[src/verilog/dscp_pkg.sv]
// shared constants and state codes for the dual serial configuration port
package dscp_pkg;

   // spi frame layout
   localparam int          FRAME_BITS = 24;
   localparam int          DATA_BITS  = 16;
   localparam int          ADDR_BITS  = 7;
   localparam int          RW_POS     = 23;
   localparam int          ADDR_HI    = 22;
   localparam int          ADDR_LO    = 16;
   localparam logic [4:0]  CNT_LAST   = 5'h17;
   localparam logic [4:0]  CNT_ZERO   = 5'h00;

   // i2c addressing and general call
   localparam logic [3:0]  TGT_ADDR_HI = 4'h9;
   localparam logic [7:0]  GC_ADDR     = 8'h00;
   localparam logic [7:0]  GC_RESET    = 8'h06;
   localparam logic [3:0]  BYTE_DONE   = 4'h8;
   localparam logic [3:0]  BIT_ONE     = 4'h1;
   localparam logic [1:0]  IDX_CMD     = 2'h0;
   localparam logic [1:0]  IDX_UPPER   = 2'h1;
   localparam logic [1:0]  IDX_LOWER   = 2'h2;

   // highest i2c bit rate served, in kbit/s
   localparam int          I2C_MAX_KBPS = 1000;

   // i2c target states
   typedef enum logic [2:0] {
      I2C_IDLE  = 3'b000,
      I2C_ADDR  = 3'b001,
      I2C_ACK_A = 3'b010,
      I2C_WDATA = 3'b011,
      I2C_ACK_W = 3'b100,
      I2C_TX    = 3'b101,
      I2C_ACK_R = 3'b110
   } dscp_i2c_e;

endpackage

[src/verilog/dscp_port.sv]
// spi and i2c configuration and readback port, top module
// Contract
// - spi frame runs from frame select falling low until it returns high
// - serial input sampled on each shift clock falling edge within a frame
// - frames with fewer than 24 falling edges are discarded
// - three-wire mode is reset default; only first 24 bits are used
// - outside a frame shift clock and input ignored, output released
// - frame is instruction byte then 16 data bits
// - spi reads only served when readout pin enable is set
// - read takes a command frame then a second frame carrying data
// - readback frame echoes flag, address, then register contents
// - output bits launched on falling or rising edge per edge select
// - four-wire: multiples of 24 use last 24 bits, others dropped
// - i2c target with 7-bit addresses only, no 10-bit format
// - same byte protocol at 100, 400 and 1000 kbit/s
// - start, 0x00, 0x06, stop sequence triggers software reset
// - software reset fires on rising scl of ack after second byte
// - ninth clock acknowledge: sda low through its high phase
// - sda falling while scl high is a start condition
// - address byte acknowledged only on own address match; general call address 0x00 is acked too
// - receiver of each data byte acknowledges it
// - stop releases the bus; wait for new start and address
// - target address is 1001 plus three strapped bits
// - i2c write: address, command, upper byte, lower byte, all acked
// - i2c read: command write, repeated start, upper then lower byte
`timescale 1ns/1ps
module dscp_port (
   input  wire logic        CLK,
   input  wire logic        RESETN,
   input  wire logic        FRAME_SEL_N,
   input  wire logic        SHIFT_CLK,
   input  wire logic        SERIAL_INPUT_LINE,
   output logic             SERIAL_OUTPUT_LINE_O,
   output logic             SERIAL_OUTPUT_LINE_OE,
   input  wire logic        READOUT_PIN_ENABLE,
   input  wire logic        READOUT_EDGE_SELECT,
   input  wire logic        SCL_I,
   input  wire logic        SDA_I,
   output logic             SDA_O,
   output logic             SDA_OE,
   input  wire logic [2:0]  ADDRESS_SELECT_PIN,
   input  wire logic [15:0] READBACK_DATA_FIELD,
   output logic [6:0]       RD_ADDR,
   output logic             WR_STB,
   output logic [6:0]       WR_ADDR,
   output logic [15:0]      WR_DATA,
   output logic             SOFT_RESET
);

   // synchronised pins: frame sel, shift clk, input, scl, sda, strap
   logic [7:0]  pins_s;
   logic        fsn_s, sck_s, sdi_s, scl_s, sda_s;
   logic [2:0]  asel_s;

   dscp_sync2 #(
      .W    (8),
      .INIT (8'h9b)  // idle pin levels, so no false edge follows reset
   ) u_sync (
      .CLK    (CLK),
      .RESETN (RESETN),
      .D      ({FRAME_SEL_N, SHIFT_CLK, SERIAL_INPUT_LINE, SCL_I, SDA_I,
                ADDRESS_SELECT_PIN}),
      .Q      (pins_s)
   );

   assign fsn_s  = pins_s[7];
   assign sck_s  = pins_s[6];
   assign sdi_s  = pins_s[5];
   assign scl_s  = pins_s[4];
   assign sda_s  = pins_s[3];
   assign asel_s = pins_s[2:0];

   // previous samples for edge finding
   logic fsn_p_q, sck_p_q, scl_p_q, sda_p_q;

   always_ff @(posedge CLK or negedge RESETN) begin
      if (!RESETN) begin
         fsn_p_q <= 1'b1;
         sck_p_q <= 1'b0;
         scl_p_q <= 1'b1;
         sda_p_q <= 1'b1;
      end else begin
         fsn_p_q <= fsn_s;
         sck_p_q <= sck_s;
         scl_p_q <= scl_s;
         sda_p_q <= sda_s;
      end
   end

   // ---------------- spi side ----------------
   logic f_act, f_start, f_end, sck_fall, sck_rise, launch;

   assign f_act    = !fsn_s;
   assign f_start  = fsn_p_q && !fsn_s;
   assign f_end    = !fsn_p_q && fsn_s;
   // clock edges only count inside a frame
   assign sck_fall = f_act && sck_p_q && !sck_s;
   assign sck_rise = f_act && !sck_p_q && sck_s;
   assign launch   = READOUT_EDGE_SELECT ? sck_rise : sck_fall;

   logic [23:0] in_q, first_q;
   logic [4:0]  cnt_q;
   logic        full_q;

   // input shift and edge count, modulo one frame length
   always_ff @(posedge CLK or negedge RESETN) begin
      if (!RESETN) begin
         in_q    <= '0;
         first_q <= '0;
         cnt_q   <= dscp_pkg::CNT_ZERO;
         full_q  <= 1'b0;
      end else if (f_start) begin
         cnt_q  <= dscp_pkg::CNT_ZERO;
         full_q <= 1'b0;
      end else if (sck_fall) begin
         in_q <= {in_q[22:0], sdi_s};
         if (cnt_q == dscp_pkg::CNT_LAST) begin
            cnt_q  <= dscp_pkg::CNT_ZERO;
            full_q <= 1'b1;
            // keep the first whole word for three-wire use
            if (!full_q) begin
               first_q <= {in_q[22:0], sdi_s};
            end
         end else begin
            cnt_q <= cnt_q + 5'h01;
         end
      end
   end

   // frame verdict at frame select release
   logic        four_wire, spi_ok, spi_rd, spi_wr, spi_rdcmd;
   logic [23:0] spi_word;

   assign four_wire = READOUT_PIN_ENABLE;
   // three-wire needs 24 edges; four-wire needs a whole multiple
   assign spi_ok    = four_wire ? (full_q && cnt_q == dscp_pkg::CNT_ZERO)
                                : full_q;
   assign spi_word  = four_wire ? in_q : first_q;
   assign spi_rd    = spi_word[dscp_pkg::RW_POS];
   assign spi_wr    = f_end && spi_ok && !spi_rd;
   // a read command in three-wire mode has no way back and is dropped
   assign spi_rdcmd = f_end && spi_ok && spi_rd && four_wire;

   // echo of the last accepted instruction byte
   logic [7:0]  echo_q;
   logic [23:0] out_q;
   logic        sdo_oe_q;

   always_ff @(posedge CLK or negedge RESETN) begin
      if (!RESETN) begin
         echo_q <= '0;
      end else if (f_end && spi_ok) begin
         echo_q <= spi_word[dscp_pkg::RW_POS:dscp_pkg::ADDR_LO];
      end
   end

   // output shifter; daisy chain passes received bits on after the word
   always_ff @(posedge CLK or negedge RESETN) begin
      if (!RESETN) begin
         out_q <= '0;
      end else if (f_start) begin
         out_q <= {echo_q, READBACK_DATA_FIELD};
      end else if (launch) begin
         out_q <= {out_q[22:0], READOUT_EDGE_SELECT ? in_q[0] : sdi_s};
      end
   end

   // output only driven inside a frame and in four-wire mode
   always_ff @(posedge CLK or negedge RESETN) begin
      if (!RESETN) begin
         sdo_oe_q <= 1'b0;
      end else begin
         sdo_oe_q <= f_act && four_wire;
      end
   end

   assign SERIAL_OUTPUT_LINE_O  = out_q[dscp_pkg::RW_POS];
   assign SERIAL_OUTPUT_LINE_OE = sdo_oe_q;

   // ---------------- i2c side ----------------
   logic scl_rise, scl_fall, i2c_start, i2c_stop;

   assign scl_rise  = !scl_p_q && scl_s;
   assign scl_fall  = scl_p_q && !scl_s;
   // sda moving under a high scl marks start or stop
   assign i2c_start = scl_p_q && scl_s && sda_p_q && !sda_s;
   assign i2c_stop  = scl_p_q && scl_s && !sda_p_q && sda_s;

   dscp_pkg::dscp_i2c_e st_q;
   logic [3:0]  bit_q;
   logic [7:0]  sh_q, upper_q;
   logic [1:0]  idx_q;
   logic [6:0]  cmd_q;
   logic [15:0] tx_q;
   logic [2:0]  asel_q;
   logic        rd_q, gc_q, lower_q, sda_oe_q, addr_hit, gc_hit;

   // fixed upper nibble, strapped lower bits; 10-bit headers never match
   assign addr_hit = sh_q[7:1] == {dscp_pkg::TGT_ADDR_HI, asel_q};
   assign gc_hit   = sh_q == dscp_pkg::GC_ADDR;

   // byte-level target sequencer, same at every bit rate
   always_ff @(posedge CLK or negedge RESETN) begin
      if (!RESETN) begin
         st_q     <= dscp_pkg::I2C_IDLE;
         bit_q    <= '0;
         sh_q     <= '0;
         idx_q    <= dscp_pkg::IDX_CMD;
         cmd_q    <= '0;
         upper_q  <= '0;
         tx_q     <= '0;
         asel_q   <= '0;
         rd_q     <= 1'b0;
         gc_q     <= 1'b0;
         lower_q  <= 1'b0;
         sda_oe_q <= 1'b0;
      end else if (i2c_start) begin
         st_q     <= dscp_pkg::I2C_ADDR;
         bit_q    <= '0;
         gc_q     <= 1'b0;
         sda_oe_q <= 1'b0;
      end else if (i2c_stop) begin
         st_q     <= dscp_pkg::I2C_IDLE;
         sda_oe_q <= 1'b0;
      end else if (scl_rise) begin
         case (st_q)
            dscp_pkg::I2C_ADDR, dscp_pkg::I2C_WDATA: begin
               // data is stable while scl is high, so sample here
               sh_q  <= {sh_q[6:0], sda_s};
               bit_q <= bit_q + 4'h1;
               if (st_q == dscp_pkg::I2C_ADDR && bit_q == 4'h0) begin
                  asel_q <= asel_s;
               end
            end
            dscp_pkg::I2C_ACK_R: begin
               // controller nack ends the read
               lower_q <= lower_q | sda_s;
               if (sda_s) begin
                  st_q <= dscp_pkg::I2C_IDLE;
               end
            end
            default: begin
            end
         endcase
      end else if (scl_fall) begin
         case (st_q)
            dscp_pkg::I2C_ADDR: begin
               if (bit_q == dscp_pkg::BYTE_DONE) begin
                  if (addr_hit) begin
                     st_q     <= dscp_pkg::I2C_ACK_A;
                     rd_q     <= sh_q[0];
                     sda_oe_q <= 1'b1;
                  end else if (gc_hit) begin
                     st_q     <= dscp_pkg::I2C_ACK_A;
                     rd_q     <= 1'b0;
                     gc_q     <= 1'b1;
                     sda_oe_q <= 1'b1;
                  end else begin
                     st_q <= dscp_pkg::I2C_IDLE;
                  end
               end
            end
            dscp_pkg::I2C_ACK_A: begin
               idx_q <= dscp_pkg::IDX_CMD;
               if (rd_q) begin
                  // upper byte first, first bit driven right away
                  st_q     <= dscp_pkg::I2C_TX;
                  tx_q     <= READBACK_DATA_FIELD;
                  sda_oe_q <= !READBACK_DATA_FIELD[15];
                  bit_q    <= dscp_pkg::BIT_ONE;
                  lower_q  <= 1'b0;
               end else begin
                  st_q     <= dscp_pkg::I2C_WDATA;
                  sda_oe_q <= 1'b0;
                  bit_q    <= '0;
               end
            end
            dscp_pkg::I2C_WDATA: begin
               if (bit_q == dscp_pkg::BYTE_DONE) begin
                  st_q     <= dscp_pkg::I2C_ACK_W;
                  sda_oe_q <= 1'b1;
               end
            end
            dscp_pkg::I2C_ACK_W: begin
               sda_oe_q <= 1'b0;
               bit_q    <= '0;
               if (idx_q == dscp_pkg::IDX_CMD) begin
                  cmd_q <= sh_q[6:0];
               end
               if (idx_q == dscp_pkg::IDX_UPPER) begin
                  upper_q <= sh_q;
               end
               // further byte pairs rewrite the same register
               idx_q <= (idx_q == dscp_pkg::IDX_LOWER) ? dscp_pkg::IDX_UPPER
                                                       : idx_q + 2'h1;
               // after a general call byte only a stop or start matters
               st_q  <= gc_q ? dscp_pkg::I2C_IDLE : dscp_pkg::I2C_WDATA;
            end
            dscp_pkg::I2C_TX: begin
               tx_q <= {tx_q[14:0], 1'b0};
               if (bit_q == dscp_pkg::BYTE_DONE) begin
                  sda_oe_q <= 1'b0;
                  st_q     <= dscp_pkg::I2C_ACK_R;
               end else begin
                  sda_oe_q <= !tx_q[14];
                  bit_q    <= bit_q + 4'h1;
               end
            end
            dscp_pkg::I2C_ACK_R: begin
               // acked upper byte: lower byte follows, then wait
               if (!lower_q) begin
                  st_q     <= dscp_pkg::I2C_TX;
                  sda_oe_q <= !tx_q[15];
                  bit_q    <= dscp_pkg::BIT_ONE;
                  lower_q  <= 1'b1;
               end else begin
                  st_q <= dscp_pkg::I2C_IDLE;
               end
            end
            default: begin
            end
         endcase
      end
   end

   assign SDA_O  = 1'b0;
   assign SDA_OE = sda_oe_q;

   // i2c events seen by the user side
   logic i2c_wr, i2c_cmd, i2c_gc_rst;

   assign i2c_wr     = scl_fall && st_q == dscp_pkg::I2C_ACK_W && !gc_q
                       && idx_q == dscp_pkg::IDX_LOWER;
   assign i2c_cmd    = scl_fall && st_q == dscp_pkg::I2C_ACK_W && !gc_q
                       && idx_q == dscp_pkg::IDX_CMD;
   // reset fires on the ack clock rise, before the closing stop
   assign i2c_gc_rst = scl_rise && st_q == dscp_pkg::I2C_ACK_W && gc_q
                       && sh_q == dscp_pkg::GC_RESET;

   // user-side register access outputs, all registered
   always_ff @(posedge CLK or negedge RESETN) begin
      if (!RESETN) begin
         WR_STB     <= 1'b0;
         WR_ADDR    <= '0;
         WR_DATA    <= '0;
         RD_ADDR    <= '0;
         SOFT_RESET <= 1'b0;
      end else begin
         WR_STB     <= spi_wr || i2c_wr;
         SOFT_RESET <= i2c_gc_rst;
         if (spi_wr) begin
            WR_ADDR <= spi_word[dscp_pkg::ADDR_HI:dscp_pkg::ADDR_LO];
            WR_DATA <= spi_word[dscp_pkg::DATA_BITS-1:0];
         end else if (i2c_wr) begin
            WR_ADDR <= cmd_q;
            WR_DATA <= {upper_q, sh_q};
         end
         // presented address lets the register file prepare readback
         if (spi_rdcmd) begin
            RD_ADDR <= spi_word[dscp_pkg::ADDR_HI:dscp_pkg::ADDR_LO];
         end else if (i2c_cmd) begin
            RD_ADDR <= sh_q[6:0];
         end
      end
   end

endmodule

[src/verilog/dscp_sync2.sv]
// two flip-flop synchroniser for pin inputs
`timescale 1ns/1ps
module dscp_sync2 #(
   parameter int             W    = 1,
   parameter logic [W-1:0]   INIT = '0
) (
   input  wire logic         CLK,
   input  wire logic         RESETN,
   input  wire logic [W-1:0] D,
   output logic [W-1:0]      Q
);

   logic [W-1:0] meta_q;

   // first stage feeds only the second stage
   always_ff @(posedge CLK or negedge RESETN) begin
      if (!RESETN) begin
         meta_q <= INIT;
         Q      <= INIT;
      end else begin
         meta_q <= D;
         Q      <= meta_q;
      end
   end

endmodule
[config.mk]
export PLATFORM = sky130hd
export DESIGN_NAME = dscp_port
export DESIGN_NICKNAME = d
export VERILOG_FILES = /design/src/verilog/dscp_pkg.sv /design/src/verilog/dscp_port.sv /design/src/verilog/dscp_sync2.sv
export SDC_FILE = /design/constraint.sdc
export NUM_CORES = 1
export LEC_CHECK = 0
export CAP_MARGIN = 20
export CELL_PAD_IN_SITES_DETAIL_PLACEMENT = 1
export CELL_PAD_IN_SITES_GLOBAL_PLACEMENT = 1
export CORE_ASPECT_RATIO = 0.7
export CORE_MARGIN = 2
export CORE_UTILIZATION = 53
export CTS_BUF_LIST = sky130_fd_sc_hd__clkbuf_2 sky130_fd_sc_hd__clkbuf_4 sky130_fd_sc_hd__clkbuf_8
export DETAILED_ROUTE_END_ITERATION = 7
export DONT_BUFFER_PORTS = 1
export GPL_ROUTABILITY_DRIVEN = 0
export HOLD_SLACK_MARGIN = 0.08
export PLACE_DENSITY = 0.93
export RECOVER_POWER = 50
export SLEW_MARGIN = 20
export SYNTH_ARGS = -nofsm -noshare
export SYNTH_HDL_FRONTEND = slang
export SYNTH_SLANG_ARGS = --single-unit
export TNS_END_PERCENT = 5
[constraint.sdc]
create_clock -name CLK -period 2.5 [get_ports CLK]
set_input_delay 0.125 -clock CLK [delete_from_list [all_inputs] [get_ports CLK]]
set_output_delay 0.125 -clock CLK [all_outputs]
set_load 0.02 [all_outputs]
Word level (Yosys, flattened, before mapping)
Index checks and enable logic that the tools add are counted.

storage, ports and cells
  bits of input ports = 28
  register bits = 194
  logic and storage cells = 222
  output and inout port bits = 36

cells by class
  muxes and demuxes = 72
  bitwise operators = 6
  reductions and logical operators = 80
  $add $sub $neg = 3
  equality and inequality tests = 31

operator list
  kind                  count
  $mux W24              3
  $mux W16              3
  $mux W3               11
  $pmux W16 S2          1
  $mux W1               31
  $reduce_and A6 Y1     5
  $mux W4               7
  $mux W7               4
  $reduce_and A7 Y1     4
  $reduce_bool A2 Y1    14
  $logic_and A1 B1 Y1   27
  $pmux W3 S6           1
  $ne A4 B4 Y1 const B  4
  $pmux W4 S4           1
  $mux W5               3
  $ne A5 B5 Y1 const B  3
  $logic_not A1 Y1      13
  $reduce_and A5 Y1     2
  $eq A3 B3 Y1 const B  3
  $eq A8 B3 Y1 const B  1
  $logic_not A8 Y1      1
  $mux W2               4
  $ne A4 B1 Y1 const B  2
  $reduce_and A4 Y1     2
  other kinds (31)      42

Logic depth before layout (Yosys ltp)
Gate-level depths: netlist of the first run.

  depth after elaboration = 9
  gate-level depth with buffers = 8
  depth with buffers taken out = 7

Modules after synthesis
Synthesis of the first run repeated with hierarchy kept, for this count alone.

unflattened totals
  cells, all modules = 813
  area total of the unflattened synthesis = 8720.9 µm²

by module, submodules not included
  module      cells each  seq. area each (µm²)  instances  area an instance (µm²)
  dscp_port   797         4458.0                1          8308.0
  dscp_sync2  16          412.9                 1          412.9

Worst setup path after synthesis of the first run
OpenSTA, ideal clock, no wires.

  path kind = reg2reg
  start point = register cnt_q[0]
  end point = register WR_DATA[10]
  data arrival time = 1967 ps
  cell stages (with the launch flop) = 9
  clock period less this slack = 2108 ps
  setup slack = 392 ps
  path buffers = 1
  data required time = 2359 ps
  setup time = 141 ps
  path through = dfrtp_1 -> inv_1 -> ha_1 -> or4b_4 -> a211oi_4 -> nand2_2 -> buf_6 -> a211oi_1 -> a31oi_1

between the ends
  longest elaborated chain between the ends = 6
  elaborated cells between the ends (all ways) = 7
  those cells by class = 2 x mux; 5 x reduce/logical

ends and longest elaborated chain
  what                                                   RTL line          text
  start, declared                                        dscp_port.sv:102  logic [4:0] cnt_q;
  start signal, assigned                                 dscp_port.sv:110  cnt_q <= dscp_pkg::CNT_ZERO;
  start signal, assigned                                 dscp_port.sv:113  cnt_q <= dscp_pkg::CNT_ZERO;
  start signal, assigned                                 dscp_port.sv:118  cnt_q <= dscp_pkg::CNT_ZERO;
  $logic_not A5 Y1 *                                     dscp_port.sv:136  assign spi_ok = four_wire ? (full_q && cnt_q == dscp_pkg::CNT_ZERO)
  $logic_and A1 B1 Y1 *                                  dscp_port.sv:136
  $mux W1 *                                              dscp_port.sv:136
  $logic_and A1 B1 Y1 * (2 in series)                    dscp_port.sv:140  assign spi_wr = f_end && spi_ok && !spi_rd;
  $mux W16 / $reduce_bool A2 Y1 (equally long branches)  --
  end signal, assigned                                   dscp_port.sv:353  WR_DATA <= spi_word[dscp_pkg::DATA_BITS-1:0];
  end signal, assigned                                   dscp_port.sv:356  WR_DATA <= {upper_q, sh_q};
  end, declared                                          dscp_port.sv:46   output logic [15:0] WR_DATA,

Every way passes the cells marked *; elsewhere a longest branch is shown, timed or not.
A chain may end at the register's enable or synchronous reset.

Worst setup path after layout of the first run
  start point = register cnt_q[1]
  end point = register WR_DATA[13]

Same word-level chain as after synthesis.

==> results of run 1 <==
[where the power goes]
group          internal [mW]  switching (mW)
Combinational          0.450           0.635
Clock                   1.17            1.10
Sequential              3.47           0.442
Total                   5.10            2.18
[cells by family after synthesis]
| family | count (synthesis) |
|---|---|
| compound gates | 153 |
| flops | 194 |
| other cells | 1 |
| simple gates | 264 |
| xor+xnor | 3 |
| fa+ha+maj | 7 |
| buf+inv | 63 |
| mux | 125 |
[path summary, 6_finish.rpt]
check / from / end / cells after the start
hold / removal: RESETN / SERIAL_OUTPUT_LINE_OE / 0
setup / recovery: cnt_q[1] / WR_DATA[13] / 8
max in group asynchronous: RESETN / u_sync.Q[0] / 0
hold reg to reg: u_sync.meta_q[5] / u_sync.Q[5] / 0
min in group CLK: READOUT_EDGE_SELECT / out_q[0] / 4
setup reg to reg: cnt_q[1] / WR_DATA[13] / 8
[stage by stage]
stage / total power [mW] / instances / setup WS [ns] / hold WS [ns]
2_1_floorplan: 4.578 / 810 / 0.3916 / -0.1706
3_3_place_gp: 4.803 / 1005 / 0.3275 / -0.1615
3_5_place_dp: 4.942 / 1005 / 0.1009 / -0.1615
4_1_cts: 7.253 / 1063 / 0.02878 / -0.6770
5_1_grt: 7.585 / 1064 / 0.01871 / -0.6991
6_report: 7.272 / 1064 / 0.1056 / -0.6616
[per-layer routing]
| layer | global-route usage, % | vias to the layer above |
|---|---|---|
| met3 | 7.915 | 52 |
| met2 | 45.77 | 227 |
| met5 | 0 | - |
| met4 | 10.81 | 0 |
| li1 | - | 2862 |
| met1 | 36.32 | 3358 |
[final cells by class]
class,instances,area (µm²)
clock buffers,22,284.0
flip-flops and latches,194,4871
clock inverters,10,156.4
repair buffers,44,411.6
well taps,225,281.5
inverters,16,60.06
multi-input cells,553,3725
fillers,1701,6558
[placed cells by master (no fill, tap or decap), types with 5 or more instances in the layout]
master	instances
a211oi_1	12
a211oi_2	5
a21o_1	6
a21oi_1	15
a31oi_1	19
buf_4	16
clkbuf_8	19
dfrtp_1	181
dfstp_2	13
dlygate4sd3_1	26
ha_1	7
inv_1	16
mux2_2	49
mux2i_1	75
nand2_1	165
nand2b_1	7
nand3_1	5
nor2_1	19
nor2b_1	25
nor3_1	6
o21ai_0	58
o31ai_1	7
[state kept, by name, summed over array words and instances (netlist names), 4 cells and up]
| name | count |
|---|---|
| u_sync.meta_q | 8 |
| tx_q | 16 |
| upper_q | 8 |
| out_q | 24 |
| bit_q | 4 |
| sh_q | 8 |
| WR_ADDR | 7 |
| WR_DATA | 16 |
| cnt_q | 5 |
| in_q | 24 |
| echo_q | 8 |
| u_sync.Q | 8 |
| first_q | 24 |
| cmd_q | 7 |
| RD_ADDR | 7 |
[repair_timing]
action,in CTS,in global routing
hold endpoints to repair,271,195
endpoints found under the setup margin,0,13
hold buffers,26,1
gates resized for setup,0,2
==> results.cfg, run 1 <==
[outcome]
outcome = finished with violations
violations = hold timing

[cells_and_area]
drive_above_1_share_pct = 15.49
diodes = 0
final_util_pct = 59.89
nNetsFinal = 861
fin_area_um2 = 9789
syn_to_final_growth_pct = 10.62

[setup_path]
crit_chain = inv_1, ha_1, or4b_4, a211oi_4, nand2_2, buf_6, a211oi_2, a31oi_1
critPathLaunchType = register
critPathSlowestCell = or4b_4
critical_path_class = register to register
cp-end-kind = register
path_buf_inv = 2
r2r_slack_ns = 0.11
critPathMaxFanout = 35
cp_data_required_time_ns = 2.84
arrival_ns = 2.74
cp_slowest_stage_delay_ns = 0.48
cp_top_family = compound AO/OA/AOI/OAI gates

[global_route]
grt_pass1_vias = 6957
grt_overflow = 0
antenna_found_initial = 0
grtUsageTotal_pct = 28.23
grt_pass1_wl_mm = 38.26
grt_max_degree = 195

[sta]
final_hold_viol_count = 194
grt_setup_unrepaired = no
slew_viol_final = 0
hold_slack_ns = -0.6616
tightestPinTransition_ns = 0.5911
finalClockSkew_ns = 0.01499
finalSetupTns_ns = 0
slew_headroom_pct = 59.47
fin_crit_sh_pct = 95.78
fmax_ghz = 0.4176
finalCriticalPeriod_ns = 2.394
setup_violations = 0

[drt]
vias = 6499
drtIter0Drc = 542
wl_met2_mm = 11.58
wl_per_cell_um = 22.40
drt-total-wl_mm = 23.84
ant_nets = 0
dr_wl_met3_mm = 1.642
routed_via_density = 6.108
top_layer = met4
drc = 0
firstDrtPassIters = 5
wl_met1_mm = 9.943

[die]
ios = 64
rows = 39
dieWidth_um = 158.4
start_util_pct = 54.14
dieArea_um2 = 17760
die_h_um = 112.1
placeableCoreArea_um2 = 16350

[clocking]
clock_latency_ns = 0.48
clock_sinks = 194
postCtsSetupBuffers = 0
clock_path_buffers = 2
tritoncts = done
cts_root_buf = clkbuf_8
htree_levels = 4
cts_inserted_buffers = 17
cts.clk_slew.worst_paths_ns = 0.10

[synth]
synth_nets = 845
seq_area_frac_synth_pct = 55.04
synth_top_family_by_area = multiplexers
ys_seq_elements = 194
synth_xor_area_share_pct = 0.2969
postSynthCellCount = 810
ys.flop_type = dfrtp_1
synth.most_common_cell = dfrtp_1
synth-compound-area-share_pct = 11.40
synth_area_um2 = 8850
synth_common_cells = dfrtp_1, nand2_1, mux2i_1
synthMuxAreaShare_pct = 14.85
synth_fa_ha_area_share_pct = 0.9897
synth_edf_count = 0
synth_area_per_cell_um2 = 10.93
synth_top_area_cell = dfrtp_1
netlist.area_leader.share_pct = 51.18
synth_area_leaders = dfrtp_1, mux2i_1, nand2_1
synth_warnings = 0
synthArstFlopShare_pct = 100.0
yosysUniqueCellTypes = 65
synthSimpleGateAreaFrac_pct = 14.27

[power]
power.leakage_nw = 4.552
pwr_density_cell_nw_per_um2 = 742.8
ir_worst_vdd_uv = 557.0

[placed_design]
portBuffers = 0
hpwl_mm = 15.22
place_area_um2 = 9057

[job]
maxCapViolations = 0

[min_path]
min_path_type = primary input to asynchronous set/reset pin
Power figures use the tool's default switching activity.
==> inputs of run 2 (changes only) <==
--- a/config.mk
+++ b/config.mk
@@ -9,7 +9,6 @@
 export CELL_PAD_IN_SITES_DETAIL_PLACEMENT = 1
 export CELL_PAD_IN_SITES_GLOBAL_PLACEMENT = 1
 export CORE_ASPECT_RATIO = 0.7
-export CORE_MARGIN = 2
 export CORE_UTILIZATION = 53
 export CTS_BUF_LIST = sky130_fd_sc_hd__clkbuf_2 sky130_fd_sc_hd__clkbuf_4 sky130_fd_sc_hd__clkbuf_8
 export DETAILED_ROUTE_END_ITERATION = 7
==> run 2 against run 1 <==
Against the previous run: the run still ends with hold timing left; sequential share of layout area about the same; clock power up 5%; register-to-register slack better by 0.02 ns; fmax up 0.71%; critical path type unchanged.
==> results.cfg, run 2 (synthesized netlist as in run 1, its figures left out) <==
[clocking]
postCtsSetupBuffers = 0
cts_inserted_buffers = 17
cts_hold_buffers = 26
cts.clk_slew.worst_paths_ns = 0.09
htree_levels = 4
clock_latency_ns = 0.49
tritoncts = done
postCtsResizedCells = 0
clock_sinks = 194
clock_path_buffers = 2
cts_root_buf = clkbuf_8

[cells_and_area]
fillers = 1740
syn_to_final_growth_pct = 10.55
final_common_cell = dfrtp_1
reg_top3 = first_q: 24 flops, in_q: 24 flops, out_q: 24 flops
regArea_um2 = 4871
nNetsFinal = 860
final_cell_mix = dfrtp_1, nand2_1, mux2i_1
drive_above_1_share_pct = 15.51
multi_input_area_um2 = 3717
diodes = 0

[sta]
finalClockSkew_ns = 0.01399
finalCriticalPeriod_ns = 2.378
final_hold_viol_count = 194
fmax_ghz = 0.4206
finalSetupTns_ns = 0
fin_crit_sh_pct = 95.10
slew_headroom_pct = 51.12
grt_setup_unrepaired = no
setup_violations = 0
tightestPinTransition_ns = 0.7269
slew_viol_final = 0
hold_slack_ns = -0.6704

[die]
dieWidth_um = 156.4
placeableCoreArea_um2 = 16300
die_h_um = 110.1
rows = 39
start_util_pct = 54.30
dieArea_um2 = 17230
ios = 64

[drt]
ant_nets = 0
firstDrtPassIters = 5
wl_per_cell_um = 22.99
drtIter0Drc = 567
routed_via_density = 6.063
vias = 6445
drc = 0
drt-total-wl_mm = 24.44

[global_route]
grt_pass1_vias = 6813
grt_pass1_wl_mm = 38.45
grt_max_degree = 195
grt_overflow = 0
antenna_found_initial = 0
grtUsageTotal_pct = 30.32

[setup_path]
critPathLaunchType = register
cp-end-kind = register
critPathMaxFanout = 16
r2r_slack_ns = 0.12
arrival_ns = 2.77
critical_path_class = register to register
cp_data_required_time_ns = 2.89

[power]
ir_worst_vdd_uv = 490.5
power_mw = 7.409
pwr_density_cell_nw_per_um2 = 757.4
power.leakage_nw = 4.548

[placed_design]
portBuffers = 0
hpwl_mm = 15.55

[outcome]
outcome = finished with violations
violations = hold timing

[job]
maxCapViolations = 0

[min_path]
min_path_type = primary input to asynchronous set/reset pin
[run 2: power by group]
group	switching (mW)	leakage, nW	total, mW	internal [mW]
registers	0.457	2.49	3.93	3.47
logic	0.645	1.83	1.09	0.448
clock network	1.17	0.231	2.39	1.21
[run 2: final cells by class]
class                      instances  share of cell area, %
clock buffer                      18                  2.532
clock inverter                    14                  2.123
inverter                          16                 0.6139
multi-input combinational        553                  38.00
sequential                       194                  49.79
tap                              225                  2.878
timing repair buffer              43                  4.067
[run 2: final timing paths]
check,depth (start not counted),startpoint,to
worst max-delay path,7,cnt_q[1],RD_ADDR[3]
worst min-delay path,0,RESETN,SERIAL_OUTPUT_LINE_OE
worst max register to register,7,cnt_q[1],RD_ADDR[3]
worst min register to register,0,u_sync.meta_q[2],u_sync.Q[2]
max in group asynchronous,0,RESETN,u_sync.Q[3]
min in group CLK,3,READOUT_PIN_ENABLE,WR_DATA[15]
[run 2: through the flow]
stage                     setup WS (ns)  std cells  cell area, µm²  utilization (%)  hold WS (ns)
final                            0.1225       1063            9783            60.03       -0.6704
after global routing            0.03383       1063            9783            60.03       -0.7093
after detailed placement         0.1607       1005            9057            55.57       -0.1638
after CTS                        0.1181       1063            9783            60.03       -0.6866
after global placement           0.3346       1005            9057            55.57       -0.1618
after floorplan                  0.3916        810            8850                -       -0.1706
[run 2: worst max-delay path, stage by stage (launching register included)]
cell and delay (ns):
dfrtp_1 0.45, inv_1 0.09, ha_1 0.14, or4b_4 0.47, a211oi_4 0.31, buf_4 0.27, nand3_2 0.26, mux2i_1 0.29
[run 2: metal layers]
metal / GRT usage (%) / vias to the layer above / wire, µm
met2: 51.24 / 190 / 12000
met4: 12.68 / 0 / 694
met5: 0 / - / 0
met3: 8.210 / 52 / 1588
met1: 37.15 / 3351 / 10160
li1: - / 2852 / -
